--- src/core/timer_regs_params.svh ---
`ifndef TIMER_REGS_PARAMS_SVH
`define TIMER_REGS_PARAMS_SVH
// Register byte offsets
`define OFS_FLAG_SUMMARY 4'h0
`define OFS_FEATURE_MODE 4'h4
`define OFS_WPROT_ENABLE 4'h8
`define OFS_IRQ_STATUS 4'hC
`define OFS_IRQ_MASK 4'h0
// Address width in bits; byte addresses, word aligned
`define ADDR_W 5
`define OFS_IRQ_MASK_HI 5'h10
// Feature-mode field positions
`define MODE_FIE_BIT 7
`define MODE_FM_HI 6
`define MODE_FM_LO 5
`define MODE_WRITE_PROTECT_DISABLE_BIT 2
`define WRITE_PROTECT_ENABLE_BIT 0
// Interrupt status positions
`define IRQ_CHAN_BIT 0
`define IRQ_FAULT_BIT 1
// Reset values
`define RST_FLAGS 8'h00
`define RST_FIE 1'h0
`define RST_FM 2'h0
`define RST_WRITE_PROTECT_DISABLE 1'h0
`define RST_IRQ 2'h0
`endif

--- src/core/timer_regs_pkg.sv ---
package timer_regs_pkg;
   typedef enum logic [1:0] {
      FM_DISABLED = 2'b00,
      FM_EVEN_MANUAL = 2'b01,
      FM_ALL_MANUAL = 2'b10,
      FM_ALL_AUTO = 2'b11
   } fault_mode_type;
   typedef logic [7:0] chan_vec_type;
endpackage

--- src/core/timer_flag_mirror_fault_mode_regs.sv ---
// Our own choices: the register offsets and the Avalon-MM interface to the registers.
`timescale 1ns/1ps
`include "timer_regs_params.svh"
module timer_flag_mirror_fault_mode_regs (
   // Clock, reset, enable
   input wire logic i_sys_clk,
   input wire logic i_rst,
   input wire logic i_clk_en,
   // Avalon-MM slave
   input wire logic [`ADDR_W-1:0] i_address,
   input wire logic i_read,
   input wire logic i_write,
   input wire logic [31:0] i_writedata,
   input wire logic [3:0] i_byteenable,
   output logic [31:0] o_readdata,
   output logic o_waitrequest,
   // Channel logic
   input wire timer_regs_pkg::chan_vec_type i_chan_event,
   input wire logic i_fault_detected,
   // Fault control logic
   output timer_regs_pkg::chan_vec_type o_fault_chan_enable,
   output logic o_fault_auto_clear,
   output logic o_fault_irq,
   output logic o_write_protect_disable,
   // Interrupt
   output logic o_irq
);
   import timer_regs_pkg::*;

   chan_vec_type channel_event_flag;
   chan_vec_type armed;
   logic fault_irq_enable;
   fault_mode_type fault_control_mode;
   logic write_protect_disable;
   logic write_protect_enable_seen;
   logic [1:0] irq_status;
   logic [1:0] irq_mask;
   logic busy;
   logic fault_sync1, fault_sync2;
   chan_vec_type ev_sync1, ev_sync2;

   logic acc, wr, rd;
   logic hit_flag, hit_mode, hit_write_protect_enable, hit_ists, hit_imask;
   chan_vec_type next_flags;
   chan_vec_type fault_en_comb;
   logic fault_on;
   logic fault_cond;
   logic wr_write_protect_enable_one, wr_write_protect_disable;
   logic [1:0] next_irq_status;
   logic [31:0] next_readdata;

   // Single-cycle wait so each access is answered on the 2nd edge
   assign acc = (i_read | i_write) & i_clk_en;
   assign wr = i_write & busy & i_clk_en;
   assign rd = i_read & busy & i_clk_en;
   assign hit_flag = (i_address == {1'b0, `OFS_FLAG_SUMMARY});
   assign hit_mode = (i_address == {1'b0, `OFS_FEATURE_MODE});
   assign hit_write_protect_enable = (i_address == {1'b0, `OFS_WPROT_ENABLE});
   assign hit_ists = (i_address == {1'b0, `OFS_IRQ_STATUS});
   assign hit_imask = (i_address == `OFS_IRQ_MASK_HI);

   // Protection strobes, qualified by the answer cycle
   assign wr_write_protect_enable_one = wr & hit_write_protect_enable & i_byteenable[0] &
      i_writedata[`WRITE_PROTECT_ENABLE_BIT];
   assign wr_write_protect_disable = wr & hit_mode & i_byteenable[0] &
      i_writedata[`MODE_WRITE_PROTECT_DISABLE_BIT] & write_protect_enable_seen;

   // Fault condition shared by the irq output and the status bit
   assign fault_cond = fault_irq_enable & fault_on & fault_sync2;

   // Channel event pins synchronised before any logic reads them
   always_ff @(posedge i_sys_clk or posedge i_rst) begin
      if (i_rst) begin
         ev_sync1 <= `RST_FLAGS;
         ev_sync2 <= `RST_FLAGS;
      end else if (i_clk_en) begin
         ev_sync1 <= i_chan_event;
         ev_sync2 <= ev_sync1;
      end
   end

   // Fault pin synchronised; adds two cycles of fault latency
   always_ff @(posedge i_sys_clk or posedge i_rst) begin
      if (i_rst) begin
         fault_sync1 <= 1'b0;
         fault_sync2 <= 1'b0;
      end else if (i_clk_en) begin
         fault_sync1 <= i_fault_detected;
         fault_sync2 <= fault_sync1;
      end
   end

   // Busy marks the answer cycle of a taken request
   always_ff @(posedge i_sys_clk or posedge i_rst) begin
      if (i_rst) begin
         busy <= 1'b0;
      end else if (i_clk_en) begin
         busy <= acc & ~busy;
      end
   end

   // Waitrequest low one cycle per access; high while idle
   always_ff @(posedge i_sys_clk or posedge i_rst) begin
      if (i_rst) begin
         o_waitrequest <= 1'b1;
      end else if (i_clk_en) begin
         o_waitrequest <= ~(acc & ~busy);
      end
   end

   // Flag update: event set beats any clear in the same cycle
   always_comb begin
      next_flags = channel_event_flag;
      if (wr && hit_flag && i_byteenable[0]) begin
         // Clear only armed bits written 0; 1 does nothing
         next_flags = channel_event_flag & ~(armed & ~i_writedata[7:0]);
      end
      next_flags = next_flags | ev_sync2;
   end

   always_ff @(posedge i_sys_clk or posedge i_rst) begin
      if (i_rst) begin
         channel_event_flag <= `RST_FLAGS;
      end else if (i_clk_en) begin
         channel_event_flag <= next_flags;
      end
   end

   // Arming: read while set; a new event disarms the bit
   always_ff @(posedge i_sys_clk or posedge i_rst) begin
      if (i_rst) begin
         armed <= `RST_FLAGS;
      end else if (i_clk_en) begin
         if (rd && hit_flag) begin
            armed <= channel_event_flag & ~ev_sync2;
         end else if (wr && hit_flag && i_byteenable[0]) begin
            armed <= `RST_FLAGS;
         end else begin
            armed <= armed & ~ev_sync2;
         end
      end
   end

   // Feature-mode fields; bits above 7 are not stored
   // Irq enable stays writable while the mode field is protected
   always_ff @(posedge i_sys_clk or posedge i_rst) begin
      if (i_rst) begin
         fault_irq_enable <= `RST_FIE;
         fault_control_mode <= FM_DISABLED;
      end else if (i_clk_en && wr && hit_mode && i_byteenable[0]) begin
         fault_irq_enable <= i_writedata[`MODE_FIE_BIT];
         if (write_protect_disable) begin
            fault_control_mode <= fault_mode_type'(
               i_writedata[`MODE_FM_HI:`MODE_FM_LO]);
         end
      end
   end

   // Write protection: writing 1 to the enable view restores it
   always_ff @(posedge i_sys_clk or posedge i_rst) begin
      if (i_rst) begin
         write_protect_disable <= `RST_WRITE_PROTECT_DISABLE;
      end else if (i_clk_en) begin
         if (wr_write_protect_enable_one) begin
            write_protect_disable <= 1'b0;
         end else if (wr_write_protect_disable) begin
            write_protect_disable <= 1'b1;
         end
      end
   end

   // Enable read as 1 arms the disable write; either write disarms
   always_ff @(posedge i_sys_clk or posedge i_rst) begin
      if (i_rst) begin
         write_protect_enable_seen <= 1'b0;
      end else if (i_clk_en) begin
         if (wr_write_protect_enable_one || wr_write_protect_disable) begin
            write_protect_enable_seen <= 1'b0;
         end else if (rd && hit_write_protect_enable) begin
            write_protect_enable_seen <= ~write_protect_disable;
         end
      end
   end

   // Global mode decoded to per-channel enables, same for whole module
   // All four codes are legal, so no default branch is needed
   always_comb begin
      unique case (fault_control_mode)
         FM_DISABLED: fault_en_comb = 8'h00;
         FM_EVEN_MANUAL: fault_en_comb = 8'h55;
         FM_ALL_MANUAL: fault_en_comb = 8'hFF;
         FM_ALL_AUTO: fault_en_comb = 8'hFF;
      endcase
   end
   assign fault_on = (fault_control_mode != FM_DISABLED);

   // Channel enables toward the fault logic, one pattern for all
   always_ff @(posedge i_sys_clk or posedge i_rst) begin
      if (i_rst) begin
         o_fault_chan_enable <= 8'h00;
      end else if (i_clk_en) begin
         o_fault_chan_enable <= fault_en_comb;
      end
   end

   // Automatic clearing only in the all-channel automatic mode
   always_ff @(posedge i_sys_clk or posedge i_rst) begin
      if (i_rst) begin
         o_fault_auto_clear <= 1'b0;
      end else if (i_clk_en) begin
         o_fault_auto_clear <= (fault_control_mode == FM_ALL_AUTO);
      end
   end

   // Fault irq gated by enable bit and active fault control
   always_ff @(posedge i_sys_clk or posedge i_rst) begin
      if (i_rst) begin
         o_fault_irq <= 1'b0;
      end else if (i_clk_en) begin
         o_fault_irq <= fault_cond;
      end
   end

   // Protection state copy, one cycle behind the register
   always_ff @(posedge i_sys_clk or posedge i_rst) begin
      if (i_rst) begin
         o_write_protect_disable <= 1'b0;
      end else if (i_clk_en) begin
         o_write_protect_disable <= write_protect_disable;
      end
   end

   // Sticky status: a read clears, a set in the same cycle wins
   always_comb begin
      next_irq_status = irq_status;
      if (rd && hit_ists) begin
         next_irq_status = `RST_IRQ;
      end
      next_irq_status = next_irq_status | {fault_cond, |ev_sync2};
   end

   // Interrupt status register
   always_ff @(posedge i_sys_clk or posedge i_rst) begin
      if (i_rst) begin
         irq_status <= `RST_IRQ;
      end else if (i_clk_en) begin
         irq_status <= next_irq_status;
      end
   end

   // Mask register
   always_ff @(posedge i_sys_clk or posedge i_rst) begin
      if (i_rst) begin
         irq_mask <= `RST_IRQ;
      end else if (i_clk_en && wr && hit_imask && i_byteenable[0]) begin
         irq_mask <= i_writedata[1:0];
      end
   end

   // Level interrupt output
   always_ff @(posedge i_sys_clk or posedge i_rst) begin
      if (i_rst) begin
         o_irq <= 1'b0;
      end else if (i_clk_en) begin
         o_irq <= |(irq_status & irq_mask);
      end
   end

   // Read mux; idle cycles and unmapped addresses give zero
   always_comb begin
      next_readdata = 32'h0000_0000;
      if (i_read && !busy) begin
         if (hit_flag) begin
            next_readdata = {24'h000000, channel_event_flag};
         end else if (hit_mode) begin
            next_readdata = {24'h000000, fault_irq_enable,
               fault_control_mode, 2'b00, write_protect_disable,
               2'b00};
         end else if (hit_write_protect_enable) begin
            next_readdata = {31'h0, ~write_protect_disable};
         end else if (hit_ists) begin
            next_readdata = {30'h0, irq_status};
         end else if (hit_imask) begin
            next_readdata = {30'h0, irq_mask};
         end
      end
   end

   // Read data registered so it stands in the answer cycle only
   always_ff @(posedge i_sys_clk or posedge i_rst) begin
      if (i_rst) begin
         o_readdata <= 32'h0000_0000;
      end else if (i_clk_en) begin
         o_readdata <= next_readdata;
      end
   end
endmodule

--- config.mk ---
export PLATFORM = sky130hd
export DESIGN_NAME = timer_flag_mirror_fault_mode_regs
export DESIGN_NICKNAME = d
export VERILOG_FILES = /design/src/core/timer_regs_pkg.sv /design/src/core/timer_flag_mirror_fault_mode_regs.sv
export VERILOG_INCLUDE_DIRS = /design/src /design/src/core
export SDC_FILE = /design/constraint.sdc
export NUM_CORES = 1
export LEC_CHECK = 0
export BUFFER_PORTS_ARGS = -buffer_cell sky130_fd_sc_hd__buf_2
export CORE_ASPECT_RATIO = 0.75
export CORE_MARGIN = 8
export CORE_UTILIZATION = 44
export CTS_CLUSTER_SIZE = 20
export DETAILED_ROUTE_END_ITERATION = 10
export PLACE_DENSITY = 0.72
export SETUP_SLACK_MARGIN = 0.02
export SYNTH_ARGS = -nofsm -noshare
export SYNTH_HDL_FRONTEND = slang
export SYNTH_SLANG_ARGS = --single-unit
--- constraint.sdc ---
create_clock -name i_sys_clk -period 2.4 [get_ports i_sys_clk]
set_input_delay 0.36 -clock i_sys_clk [delete_from_list [all_inputs] [get_ports i_sys_clk]]
set_output_delay 0.36 -clock i_sys_clk [all_outputs]
set_load 0.1 [all_outputs]
=== Yosys cells after proc, flatten, opt, wreduce, memory -nomap -nowiden ===
Cells that the tools add are included.

* Word-level logic and storage cells: 95
* Input bits: 55
* Output and inout port bits: 45
* Register bits after elaboration: 89

* Bitwise gates (word level): 29
* Reduce and logical (&&, ||, !) cells: 24
* Equal/unequal tests: 7
* Multiplexer cells: 15

{| class="wikitable"
|+ Operators by type and width
! operator !! number
|-
| 8-bit two-way mux || 6
|-
| 8-bit AND || 4
|-
| 8-bit inverter || 3
|-
| 8-bit case mux with 3 select lines || 1
|-
| 1-bit AND || 15
|-
| 1-bit logical AND || 11
|-
| 5-bit by 4-bit equality test with 1-bit output (second input constant) || 2
|-
| 2-bit two-way mux || 4
|-
| 8-bit OR || 1
|-
| 8-bit OR reduction || 1
|-
| 2-bit AND reduction || 3
|-
| 2-bit nonzero test || 3
|-
| 5-bit by 3-bit equality test with 1-bit output (second input constant) || 1
|-
| 5-bit equality test (second input constant) || 1
|-
| 5-bit zero test || 1
|-
| 2-bit equality test (second input constant) || 2
|-
| 1-bit two-way mux || 4
|-
| 2-bit OR reduction || 2
|-
| 1-bit inverter || 3
|-
| 2-bit AND || 1
|-
| 2-bit by 1-bit equality test with 1-bit output (second input constant) || 1
|-
| 2-bit zero test || 1
|-
| 2-bit OR || 1
|-
| 1-bit zero test || 1
|-
| 2 further kinds || 2
|}

=== Longest topological paths before layout ===
Gate-level depths: netlist of run 1.

* Depth in word-level cells: 9
* Mapped depth: 6
* Mapped depth without buffers: 4

=== Worst setup path after synthesis of run 1 ===
Ideal clock, no wire load.

* Path type: input -> register
* Start: input port i_address[3]
* End: register armed[7]
* Arrival time: 1.649 ns
* Stages: 6
* Setup slack: 0.600 ns
* Buffers on the path: 2
* Required time: 2.249 ns
* Setup time: 0.151 ns
* Path through: buf_6 -> or4_4 -> or3_1 -> buf_6 -> nor2_1 -> a2111oi_2

* Cells in the longest elaborated chain, start to end: 5
* Elaborated cells on any way between the ends: 6
* Those cells by class: mux (2); reduce/logical (4)

{| class="wikitable"
|+ Ends and longest elaborated chain
! element !! RTL line !! RTL
|-
| start: declaration || timer_flag_mirror_fault_mode_regs.sv:10 || <nowiki>input wire logic [`ADDR_W-1:0] i_address,</nowiki>
|-
| 5-bit zero test * || timer_flag_mirror_fault_mode_regs.sv:56 || <nowiki>assign hit_flag = (i_address == {1'b0, `OFS_FLAG_SUMMARY});</nowiki>
|-
| 1-bit logical AND (2 in a row) || timer_flag_mirror_fault_mode_regs.sv:136 || <nowiki>end else if (wr && hit_flag && i_byteenable[0]) begin</nowiki>
|-
| 8-bit two-way mux || timer_flag_mirror_fault_mode_regs.sv:136 ||
|-
| 8-bit two-way mux * || timer_flag_mirror_fault_mode_regs.sv:134 || <nowiki>if (rd && hit_flag) begin</nowiki>
|-
| end signal: assignment || timer_flag_mirror_fault_mode_regs.sv:135 || <nowiki>armed <= channel_event_flag & ~ev_sync2;</nowiki>
|-
| end signal: assignment || timer_flag_mirror_fault_mode_regs.sv:137 || <nowiki>armed <= `RST_FLAGS;</nowiki>
|-
| end signal: assignment || timer_flag_mirror_fault_mode_regs.sv:139 || <nowiki>armed <= armed & ~ev_sync2;</nowiki>
|-
| end: declaration || timer_flag_mirror_fault_mode_regs.sv:31 || <nowiki>chan_vec_type armed;</nowiki>
|}

Mark *: on every way between the ends. The rest lies on a longest branch, timed or not.
A chain may end at the register's enable or synchronous reset.

=== Worst setup path after layout of run 1 ===
* Start: register busy
* End: register channel_event_flag[5]

* Cells in the longest elaborated chain, start to end: 6

{| class="wikitable"
|+ Ends and longest elaborated chain
! element !! RTL line !! RTL
|-
| start: declaration || timer_flag_mirror_fault_mode_regs.sv:38 || <nowiki>logic busy;</nowiki>
|-
| start signal: assignment || timer_flag_mirror_fault_mode_regs.sv:98 || <nowiki>busy <= acc & ~busy;</nowiki>
|-
| 1-bit AND (2 in a row) || timer_flag_mirror_fault_mode_regs.sv:54 || <nowiki>assign wr = i_write & busy & i_clk_en;</nowiki>
|-
| 1-bit logical AND (2 in a row) || timer_flag_mirror_fault_mode_regs.sv:114 || <nowiki>if (wr && hit_flag && i_byteenable[0]) begin</nowiki>
|-
| 8-bit two-way mux || timer_flag_mirror_fault_mode_regs.sv:114 ||
|-
| 8-bit OR || timer_flag_mirror_fault_mode_regs.sv:118 || <nowiki>next_flags = next_flags | ev_sync2;</nowiki>
|-
| end signal: assignment || timer_flag_mirror_fault_mode_regs.sv:123 || <nowiki>channel_event_flag <= `RST_FLAGS;</nowiki>
|-
| end signal: assignment || timer_flag_mirror_fault_mode_regs.sv:125 || <nowiki>channel_event_flag <= next_flags;</nowiki>
|-
| end: declaration || timer_flag_mirror_fault_mode_regs.sv:30 || <nowiki>chan_vec_type channel_event_flag;</nowiki>
|}

No other way between the ends.

==> impl_metrics.csv, run 1 <==
group,metric,value,unit
status,status,"finished clean",
setup_path,start_kind,"register",
drt,ant_nets,0,
clocking,cts.sinks,59,
drt,drtIter0Drc,102,
clocking,ctsHoldBuffers,0,
final_layout,drive_above_1_share,35.4,%
floorplanning,io_pins,100,
synthesis,synth_top_family_by_area,"compound AO/OA/AOI/OAI gates",
floorplanning,die_w,109,µm
floorplanning,die_y,85.6,µm
synthesis,synth_cell_type_count,45,
synthesis,synth_simple_gate_area_share,12.8,%
synthesis,synth_xor_area_share,0,%
grt,grtUsageTotal,14.6,%
worst_hold_path,hold_class,"input port to async pin",
drt,vias,2000,
drt,viasPerCell,5.14,
timing,fmax,517,MHz
floorplanning,std_cell_rows,25,
synthesis,seq_area_frac_synth,52.0,%
power_and_ir_drop,peakVddDrop,441,µV
placed_design,dp_hpwl,4.70,mm
synthesis,synth_most_common_cell,"dfrtp_1",
timing,skew,0.00575,ns
timing,setup_viol_count_final,0,
timing,finalCritPeriodShare,80.6,%
synthesis,yosys.area.top_type_share,51.0,%
synthesis,syn_area,2840,µm²
setup_path,critPathKind,"register to register",
synthesis,muxShareOfSynthArea,10.3,%
power_and_ir_drop,power_per_cell_area,730,nW/µm²
timing,hold_viol,0,
timing,relSlewSlack,58.3,%
setup_path,critPathRequiredTime,2.62,ns
floorplanning,start_util,45.2,%
setup_path,cp.arrival,2.15,ns
synthesis,ys_seq_elements,59,
timing,rsz0062_at_grt,"no",
setup_path,critPathMaxFanout,11,
final_layout,area_growth,13.8,%
grt,grt_pass1_vias,2077,
clocking,cts_setup_buffers,0,
run,drv_cap,0,
floorplanning,core,6290,µm²
synthesis,synthFlopType,"dfrtp_1",
placed_design,place.port_buffers,48,
final_layout,nNetsFinal,358,
timing,min_period,1.93,ns
synthesis,syn_inst,254,
timing,drv_slew,0,
clocking,cts_htree_levels,3,
timing,tns,0,ns
drt,wl_per_cell,16.5,µm
synthesis,synthAdderAreaFrac,0,%
clocking,ctsResizeCount,0,
synthesis,synthArstFlopShare,100,%
drt,first_pass_iters,4,
grt,grt_max_degree,34,
final_layout,n_fill_cell,596,
grt,grt_pass1_wl,10.6,mm
clocking,path_clk_slew,0.06,ns
grt,antenna_found_initial,0,
clocking,cts.path.max_buffers,2,
clocking,cts_tree,"built",
synthesis,synthTopCellsByArea,"dfrtp_1, mux2_2, buf_4",
clocking,worstSkewPairLatency,0.33,ns
timing,worst_slew_pin_slew,0.624,ns
synthesis,synth_top_area_cell,"dfrtp_1",
placed_design,gp_congestion,0.902,
drt,drt_wl_total,6.43,mm
synthesis,yosys_warnings,0,
setup_path,end_kind,"register",
power_and_ir_drop,p_total,2.36,mW
clocking,numCtsBuffers,9,
grt,grt_overflow,0,
drt,drc,0,
clocking,root_buffer,"clkbuf_8",
floorplanning,dieArea,9320,µm²
synthesis,synth_area_per_cell,11.2,µm²
power_and_ir_drop,p_leak,1.49,nW
synthesis,synth-compound-area-share,13.0,%
final_layout,antenna_cells,0,
synthesis,synth_common_cells,"dfrtp_1, buf_4, mux2_2",
synthesis,synth_edf_count,0,
==> critical path: stages, from the launching register on <==
cell	delay, ns
dfrtp_1	0.39
and4_1	0.25
nand3_1	0.38
or3b_2	0.59
a22o_1	0.22
==> area by class of cell <==
cell class                 instances  area [µm²]  share of cell area, %
clock buffer                      15         186                   5.76
clock inverter                     1        5.00                  0.155
inverter                          15        56.3                   1.74
multi-input combinational        163        1120                   34.5
sequential                        59        1480                   45.7
tap                               81         101                   3.13
timing repair buffer              55         293                   9.05
==> per-stage QoR <==
stage	setup slack [ns]	instance area, µm²	utilization [%]	hold WS (ns)	instances
6_report	0.466	3240	51.5	0.104	389
5_1_grt	0.337	3240	51.5	0.141	389
4_1_cts	0.474	3240	51.5	0.113	389
3_5_place_dp	0.326	3040	48.4	0.475	373
3_3_place_gp	0.346	3040	48.4	0.472	373
2_1_floorplan	0.585	2930	-	0.470	277
==> logic make-up after synthesis <==
family,Yosys count
and+or+nand+nor,64
DFF,59
buffers and inverters,55
AOI/OAI and AO/OA,49
muxes,26
other,1
==> path summary, 6_finish.rpt <==
check	end	startpoint	cells past startpoint	slack [ns]
worst max-delay path	channel_event_flag[5]	busy	4	0.47
worst min-delay path	ev_sync1[2]	i_rst	2	0.10
worst max register to register	channel_event_flag[5]	busy	4	0.47
worst min register to register	fault_sync2	fault_sync1	1	0.51
max in group asynchronous	o_fault_auto_clear	i_rst	3	1.61
min in group i_sys_clk	ev_sync1[4]	i_chan_event[4]	2	0.25
==> power by group <==
| group | total [mW] | internal (mW) | switching [mW] |
|---|---|---|---|
| combinational | 0.412 | 0.0845 | 0.327 |
| clock | 0.857 | 0.487 | 0.370 |
| sequential | 1.09 | 1.05 | 0.0432 |
| total | 2.36 | 1.62 | 0.740 |
==> metal layers <==
metal	GRT usage [%]	up-vias	wire (µm)
li1	-	951	-
met4	5.33	0	71
met2	21.2	68	2900
met3	5.69	8	494
met5	0	-	0
met1	19.2	973	2970
==> cell usage in the layout, fill, tap and decap left out, drive strengths merged, types with 2 or more instances in the layout <==
cell type  instances
nand4              2
inv               15
o21ai             12
nor3               4
o22a               2
nand3              7
or3                3
a22oi              5
nor4               4
conb              24
o21bai             2
a2111oi            5
or3b               7
buf               55
a21oi              4
mux2              25
nor2              21
o22ai              4
clkbuf            15
nand2              8
a22o               8
a211o              2
dfrtp             58
==> sequential cells by signal, summed over array words and instances (netlist names), 2 cells and up <==
name                 count
irq_status               2
fault_control_mode       2
o_readdata               8
channel_event_flag       8
armed                    8
irq_mask                 2
o_fault_chan_enable      2
ev_sync1                 8
ev_sync2                 8
Power figures use the tool's default switching activity.
==> run 2, diff against run 1 <==
- PLACE_DENSITY: 0.72 -> 0.75
- clock period: 2.4 -> 1.6 ns (I/O delays scaled with it)
==> run 2 against run 1 <==
  * Sequential share of layout area shrank 3.4 points
  * Final cell count up 6.2%
  * Clock skew is 0.0011 ns lower
  * Routed wire length rose by 5.2%
  * Clock power rose by 35%
  * Sequential cell count is the same
  * Power grew 47%
  * First-iteration DRC count up 13%
  * Combinational power up 64%
  * Die area unchanged
  * Register-to-register slack worse by 0.37 ns
  * Setup slack lost 0.39 ns
==> impl_metrics.csv, run 2 (same netlist as run 1, synthesis figures left out) <==
group,metric,value,unit
placed_design,place_ws,-0.205,ns
timing,setup_viol_count_final,0,
final_layout,layout_common_cells,"dfrtp_1, buf_2, buf_4",
grt,antenna_found_initial,0,
clocking,root_buffer,"clkbuf_8",
placed_design,dp_hpwl,5.01,mm
setup_path,path_cells,"buf_2",
setup_path,worst-path-stages,1,
timing,drv_slew,0,
drt,ant_nets,0,
drt,wl_per_cell,16.4,µm
final_layout,area_growth,23.1,%
drt,route.met3.wl,573,µm
power_and_ir_drop,p_total,3.48,mW
worst_hold_path,hold_path_depth,2,
timing,tns,0,ns
timing,finalCritPeriodShare,95.2,%
setup_path,cp_num_buf_inv,1,
final_layout,layout_commonest_cell,"dfrtp_1",
drt,routed.top_layer,"met4",
setup_path,r2r_slack,0.10,ns
drt,viasPerCell,5.18,
drt,vias,2141,
floorplanning,dieArea,9320,µm²
floorplanning,std_cell_rows,25,
setup_path,cp.arrival,1.28,ns
drt,drc,0,
status,status,"finished clean",
drt,drtIter0Drc,115,
clocking,path_clk_slew,0.07,ns
setup_path,r2r-end,"armed[3]",
final_layout,antenna_cells,0,
final_layout,final_cells,413,
setup_path,slowest_stage,"dfstp_2",
timing,min_period,1.52,ns
setup_path,critPathTopFamily,"flip-flops",
placed_design,placed_area,3250,µm²
floorplanning,core,6290,µm²
final_layout,postLayoutCellArea,3500,µm²
floorplanning,io_pins,100,
worst_hold_path,hold_end,"ev_sync1[4]",
clocking,numCtsBuffers,9,
final_layout,nNetsFinal,382,
placed_design,placed_cells,392,
worst_hold_path,hold_class,"input port to register",
floorplanning,die_y,85.6,µm
setup_path,ff2ff_path_depth,6,
floorplanning,start_util,45.2,%
grt,grt_pass1_vias,2207,
setup_path,critPathKind,"register to output port",
drt,first_pass_iters,4,
timing,timing.hold.ws,0.129,ns
clocking,cts.sinks,59,
final_layout,drive_above_1_share,43.4,%
clocking,cts_tree,"built",
clocking,cts.path.max_buffers,2,
timing,fmax,657,MHz
placed_design,place.port_buffers,48,
drt,drt_wl_total,6.77,mm
setup_path,critPathMaxFanout,2,
grt,grtUsageTotal,15.4,%
timing,hold_viol,0,
power_and_ir_drop,power_per_cell_area,994,nW/µm²
drt,wl_met2,3.08,mm
placed_design,gp_congestion,0.894,
run,drv_cap,0,
timing,skew,0.00465,ns
clocking,cts_htree_levels,3,
timing,rsz0062_at_grt,"no",
drt,drt-met1-wl,3.08,mm
setup_path,start_kind,"register",
setup_path,critPathRequiredTime,1.36,ns
grt,grt_overflow,0,
clocking,worstSkewPairLatency,0.34,ns
setup_path,slowest_delay,0.53,ns
power_and_ir_drop,peakVddDrop,539,µV
power_and_ir_drop,p_leak,1.61,nW
timing,setup_ws,0.0768,ns
worst_hold_path,worstHoldStart,"i_chan_event[4]",
grt,grt_max_degree,34,
setup_path,end_kind,"output port",
setup_path,r2r-start,"busy",
final_layout,fin_util,55.7,%
grt,grt_pass1_wl,11.1,mm
floorplanning,die_w,109,µm
## run 2: cell count changes in the layout (fill, tap and decap cells not counted), sizes merged
cell         previous run  this run
inv                    15        14
dlygate4sd3             0         1
buf                    55        78
clkinv                  1         5
clkinvlp                0         1
clkbuf                 15        11
## run 2: per-layer routing
layer | vias to the layer above | GRT usage [%]
met5 | - | 0
met2 | 76 | 23.5
met3 | 3 | 5.32
li1 | 1003 | -
met4 | 0 | 4.34
met1 | 1059 | 20.3
## run 2: repair_timing
action,in CTS,in global routing
resized for setup,7,6
gates cloned,1,0
hold endpoints to repair,14,0
hold buffers,1,0
pin swaps,3,4
setup buffers,0,3
setup endpoints to repair,8,7
## run 2: worst max-delay path by stage
stage | startpoint | endpoint | slack (ns)
floorplan | i_address[3] | armed[4] | -0.01
global placement | i_address[0] | armed[4] | -0.18
detailed placement | i_address[0] | armed[7] | -0.20
CTS | busy | channel_event_flag[6] | 0.006
global route | busy | armed[2] | 0.03
finish | o_waitrequest | o_waitrequest | 0.08
## run 2: report_power, final
group	switching [mW]	total, mW	internal (mW)
registers	0.0652	1.64	1.58
clock network	0.570	1.16	0.595
logic	0.511	0.676	0.165
total	1.15	3.48	2.33
## run 2: cell type report
cell class	count	area, µm²
fill	584	2790
inverter	15	60.1
multi-input combinational	163	1190
sequential	59	1480
timing repair buffer	79	495
tap	81	101
clock inverter	5	28.8
clock buffer	11	141
==> run 3, diff against run 2 <==
- ABC_AREA: unset -> 1
- PLACE_DENSITY: 0.75 -> 0.74
==> run 3 against run 2 <==
  * Global-route usage decreased by 0.32 points
  * Setup slack improved by 0.00051 ns
  * Critical path depth unchanged
  * Final area decreased by 2.3%
  * Sequential share of layout area increased by 1.0 points
  * Non-clock buffer count decreased by 21
  * Routed wire length increased by 2.7%
  * Clock power increased by 22%
  * Largest power group unchanged
  * Highest routed layer unchanged
==> impl_metrics.csv, run 3 <==
group,metric,value,unit
status,status,"finished clean",
synthesis,synthArstFlopShare,100,%
drt,first_pass_iters,4,
worst_hold_path,hold_class,"input port to register",
floorplanning,die_y,87.1,µm
clocking,cts.path.max_buffers,2,
grt,top_usage_layer,"met2",
clocking,cts_tree,"built",
synthesis,synth_cell_type_count,25,
grt,antenna_found_initial,0,
power_and_ir_drop,peakVddDrop,523,µV
clocking,cts_htree_levels,3,
setup_path,critPathKind,"register to output port",
synthesis,yosys.area.top_type_share,48.9,%
floorplanning,dieArea,9660,µm²
floorplanning,die_w,111,µm
timing,skew,0.00796,ns
drt,ant_nets,0,
setup_path,r2r-start,"busy",
setup_path,r2r_slack,0.37,ns
setup_path,end_kind,"output port",
grt,grt_pass1_vias,2495,
placed_design,dp_hpwl,5.13,mm
setup_path,slowest_delay,0.53,ns
final_layout,layout_common_cells,"nand2_1, dfrtp_1, buf_2",
clocking,root_buffer,"clkbuf_8",
grt,groute.layer.met3.usage,7.30,%
final_layout,layout_commonest_cell,"nand2_1",
timing,min_period,1.52,ns
timing,finalCritPeriodShare,95.2,%
synthesis,synth_most_common_cell,"nand2_1",
final_layout,fin_util,51.3,%
setup_path,path_cells,"buf_2",
setup_path,critPathTopFamily,"flip-flops",
synthesis,synth_common_cells,"nand2_1, dfrtp_1, inv_1",
timing,rsz0062_at_grt,"no",
grt,grt_pass1_wl,11.7,mm
clocking,ctsResizeCount,0,
timing,tns,0,ns
grt,grt_overflow,0,
setup_path,cp.arrival,1.28,ns
setup_path,critPathMaxFanout,2,
drt,drtIter0Drc,187,
clocking,cts.sinks,59,
setup_path,worst-path-stages,1,
setup_path,cp_num_buf_inv,1,
floorplanning,std_cell_rows,26,
final_layout,antenna_cells,0,
setup_path,start_kind,"register",
power_and_ir_drop,power_per_cell_area,1110,nW/µm²
synthesis,synth_edf_count,0,
power_and_ir_drop,p_total,3.80,mW
final_layout,final_cells,509,
final_layout,drive_above_1_share,20.7,%
grt,met2_usage,23.3,%
drt,drc,0,
drt,viasPerCell,4.75,
clocking,cts_setup_buffers,0,
final_layout,area_growth,15.3,%
synthesis,syn_inst,370,
timing,hold_viol,0,
setup_path,slowest_stage,"dfstp_2",
power_and_ir_drop,p_leak,1.89,nW
setup_path,startpoint,"o_waitrequest",
timing,setup_viol_count_final,0,
drt,vias,2420,
grt,grtUsageTotal,15.1,%
synthesis,ys_seq_elements,59,
synthesis,synth_top_area_cell,"dfrtp_1",
placed_design,gp_congestion,0.920,
setup_path,ff2ff_path_depth,5,
synthesis,syn_area,2970,µm²
final_layout,nNetsFinal,475,
synthesis,synthTopCellsByArea,"dfrtp_1, nand2_1, buf_4",
final_layout,n_fill_cell,655,
drt,drt_wl_total,6.95,mm
drt,wl_per_cell,13.7,µm
setup_path,endpoint,"o_waitrequest",
grt,grt_max_degree,38,
run,drv_cap,0,
floorplanning,core,6670,µm²
grt,grtUsageMet1,18.1,%
floorplanning,io_pins,100,
setup_path,critPathRequiredTime,1.36,ns
setup_path,r2r-end,"o_readdata[7]",
timing,drv_slew,0,
clocking,worstSkewPairLatency,0.34,ns
synthesis,synth_area_per_cell,8.02,µm²
timing,setup_ws,0.0773,ns
synthesis,synthFlopType,"dfrtp_1",
clocking,path_clk_slew,0.07,ns
synthesis,seq_area_frac_synth,49.8,%
placed_design,place_ws,0.218,ns
floorplanning,start_util,44.5,%
placed_design,place.port_buffers,48,
timing,fmax,657,MHz
placed_design,placed_cells,492,
synthesis,yosys_warnings,0,
clocking,numCtsBuffers,9,
## run 3: changes by cell type after synthesis, moves of 4 or more
| cell | before | now |
|---|---|---|
| inv_1 | 15 | 34 |
| nand3_1 | 7 | 20 |
| o22ai_1 | 4 | 0 |
| a22oi_1 | 5 | 0 |
| a22o_1 | 8 | 0 |
| nand4_1 | 2 | 8 |
| nor2_1 | 21 | 14 |
| nand2_1 | 8 | 128 |
| o21ai_1 | 0 | 20 |
| o21ai_0 | 12 | 16 |
| o211ai_1 | 1 | 6 |
| mux2_2 | 25 | 0 |
| or3b_2 | 6 | 0 |
## run 3: report_power, final
part	switching, mW	internal [mW]	leakage (nW)
logic	0.642	0.117	1.06
registers	0.0464	1.57	0.728
clock network	0.584	0.841	0.108
## run 3: kinds of logic (layout without fill, tap and decap cells)
group	after synthesis	in the layout	share of synthesized area (%)
DFF	59	59	49.8
AOI/OAI and AO/OA	49	49	9.11
buffers and inverters	78	110	14.2
and+or+nand+nor	183	183	26.7
other	1	24	0.126
## run 3: layout make-up
cell class	count	area, µm²	share of cell area [%]
repair buffers	58	330	9.66
clock buffers	12	165	4.83
multi-input cells	256	1150	33.7
flip-flops and latches	59	1480	43.3
inverters	36	139	4.06
clock inverters	4	47.5	1.39
well taps	84	105	3.07
## run 3: per-layer routing
layer,wire length (µm),part of all wire [%],up-vias
met2,3160,45,75
li1,-,-,1214
met5,0,0,-
met1,3200,46,1123
met4,84,1.2,0
met3,507,7.3,8
## run 3: timing repair
item                       CTS  global route
hold buffers                 1             0
setup endpoints to repair    0             0
hold endpoints to repair    15             0
## run 3: worst min path at each step
stage / end / start / slack, ns / depth (start not counted)
global route: ev_sync1[0] / i_chan_event[0] / 0.08 / 3
floorplan: armed[0] / i_rst / 0.34 / 1
detailed placement: armed[3] / i_rst / 0.28 / 2
global placement: armed[3] / i_rst / 0.27 / 2
finish: ev_sync1[5] / i_chan_event[5] / 0.1 / 3
CTS: ev_sync1[5] / i_chan_event[5] / 0.08 / 3
## run 3: metrics by stage
stage | hold WS, ns | cell area (µm²)
2_1_floorplan | 0.339 | 3060
3_3_place_gp | 0.267 | 3200
3_5_place_dp | 0.276 | 3200
4_1_cts | 0.0813 | 3420
5_1_grt | 0.0833 | 3420
6_report | 0.0977 | 3420
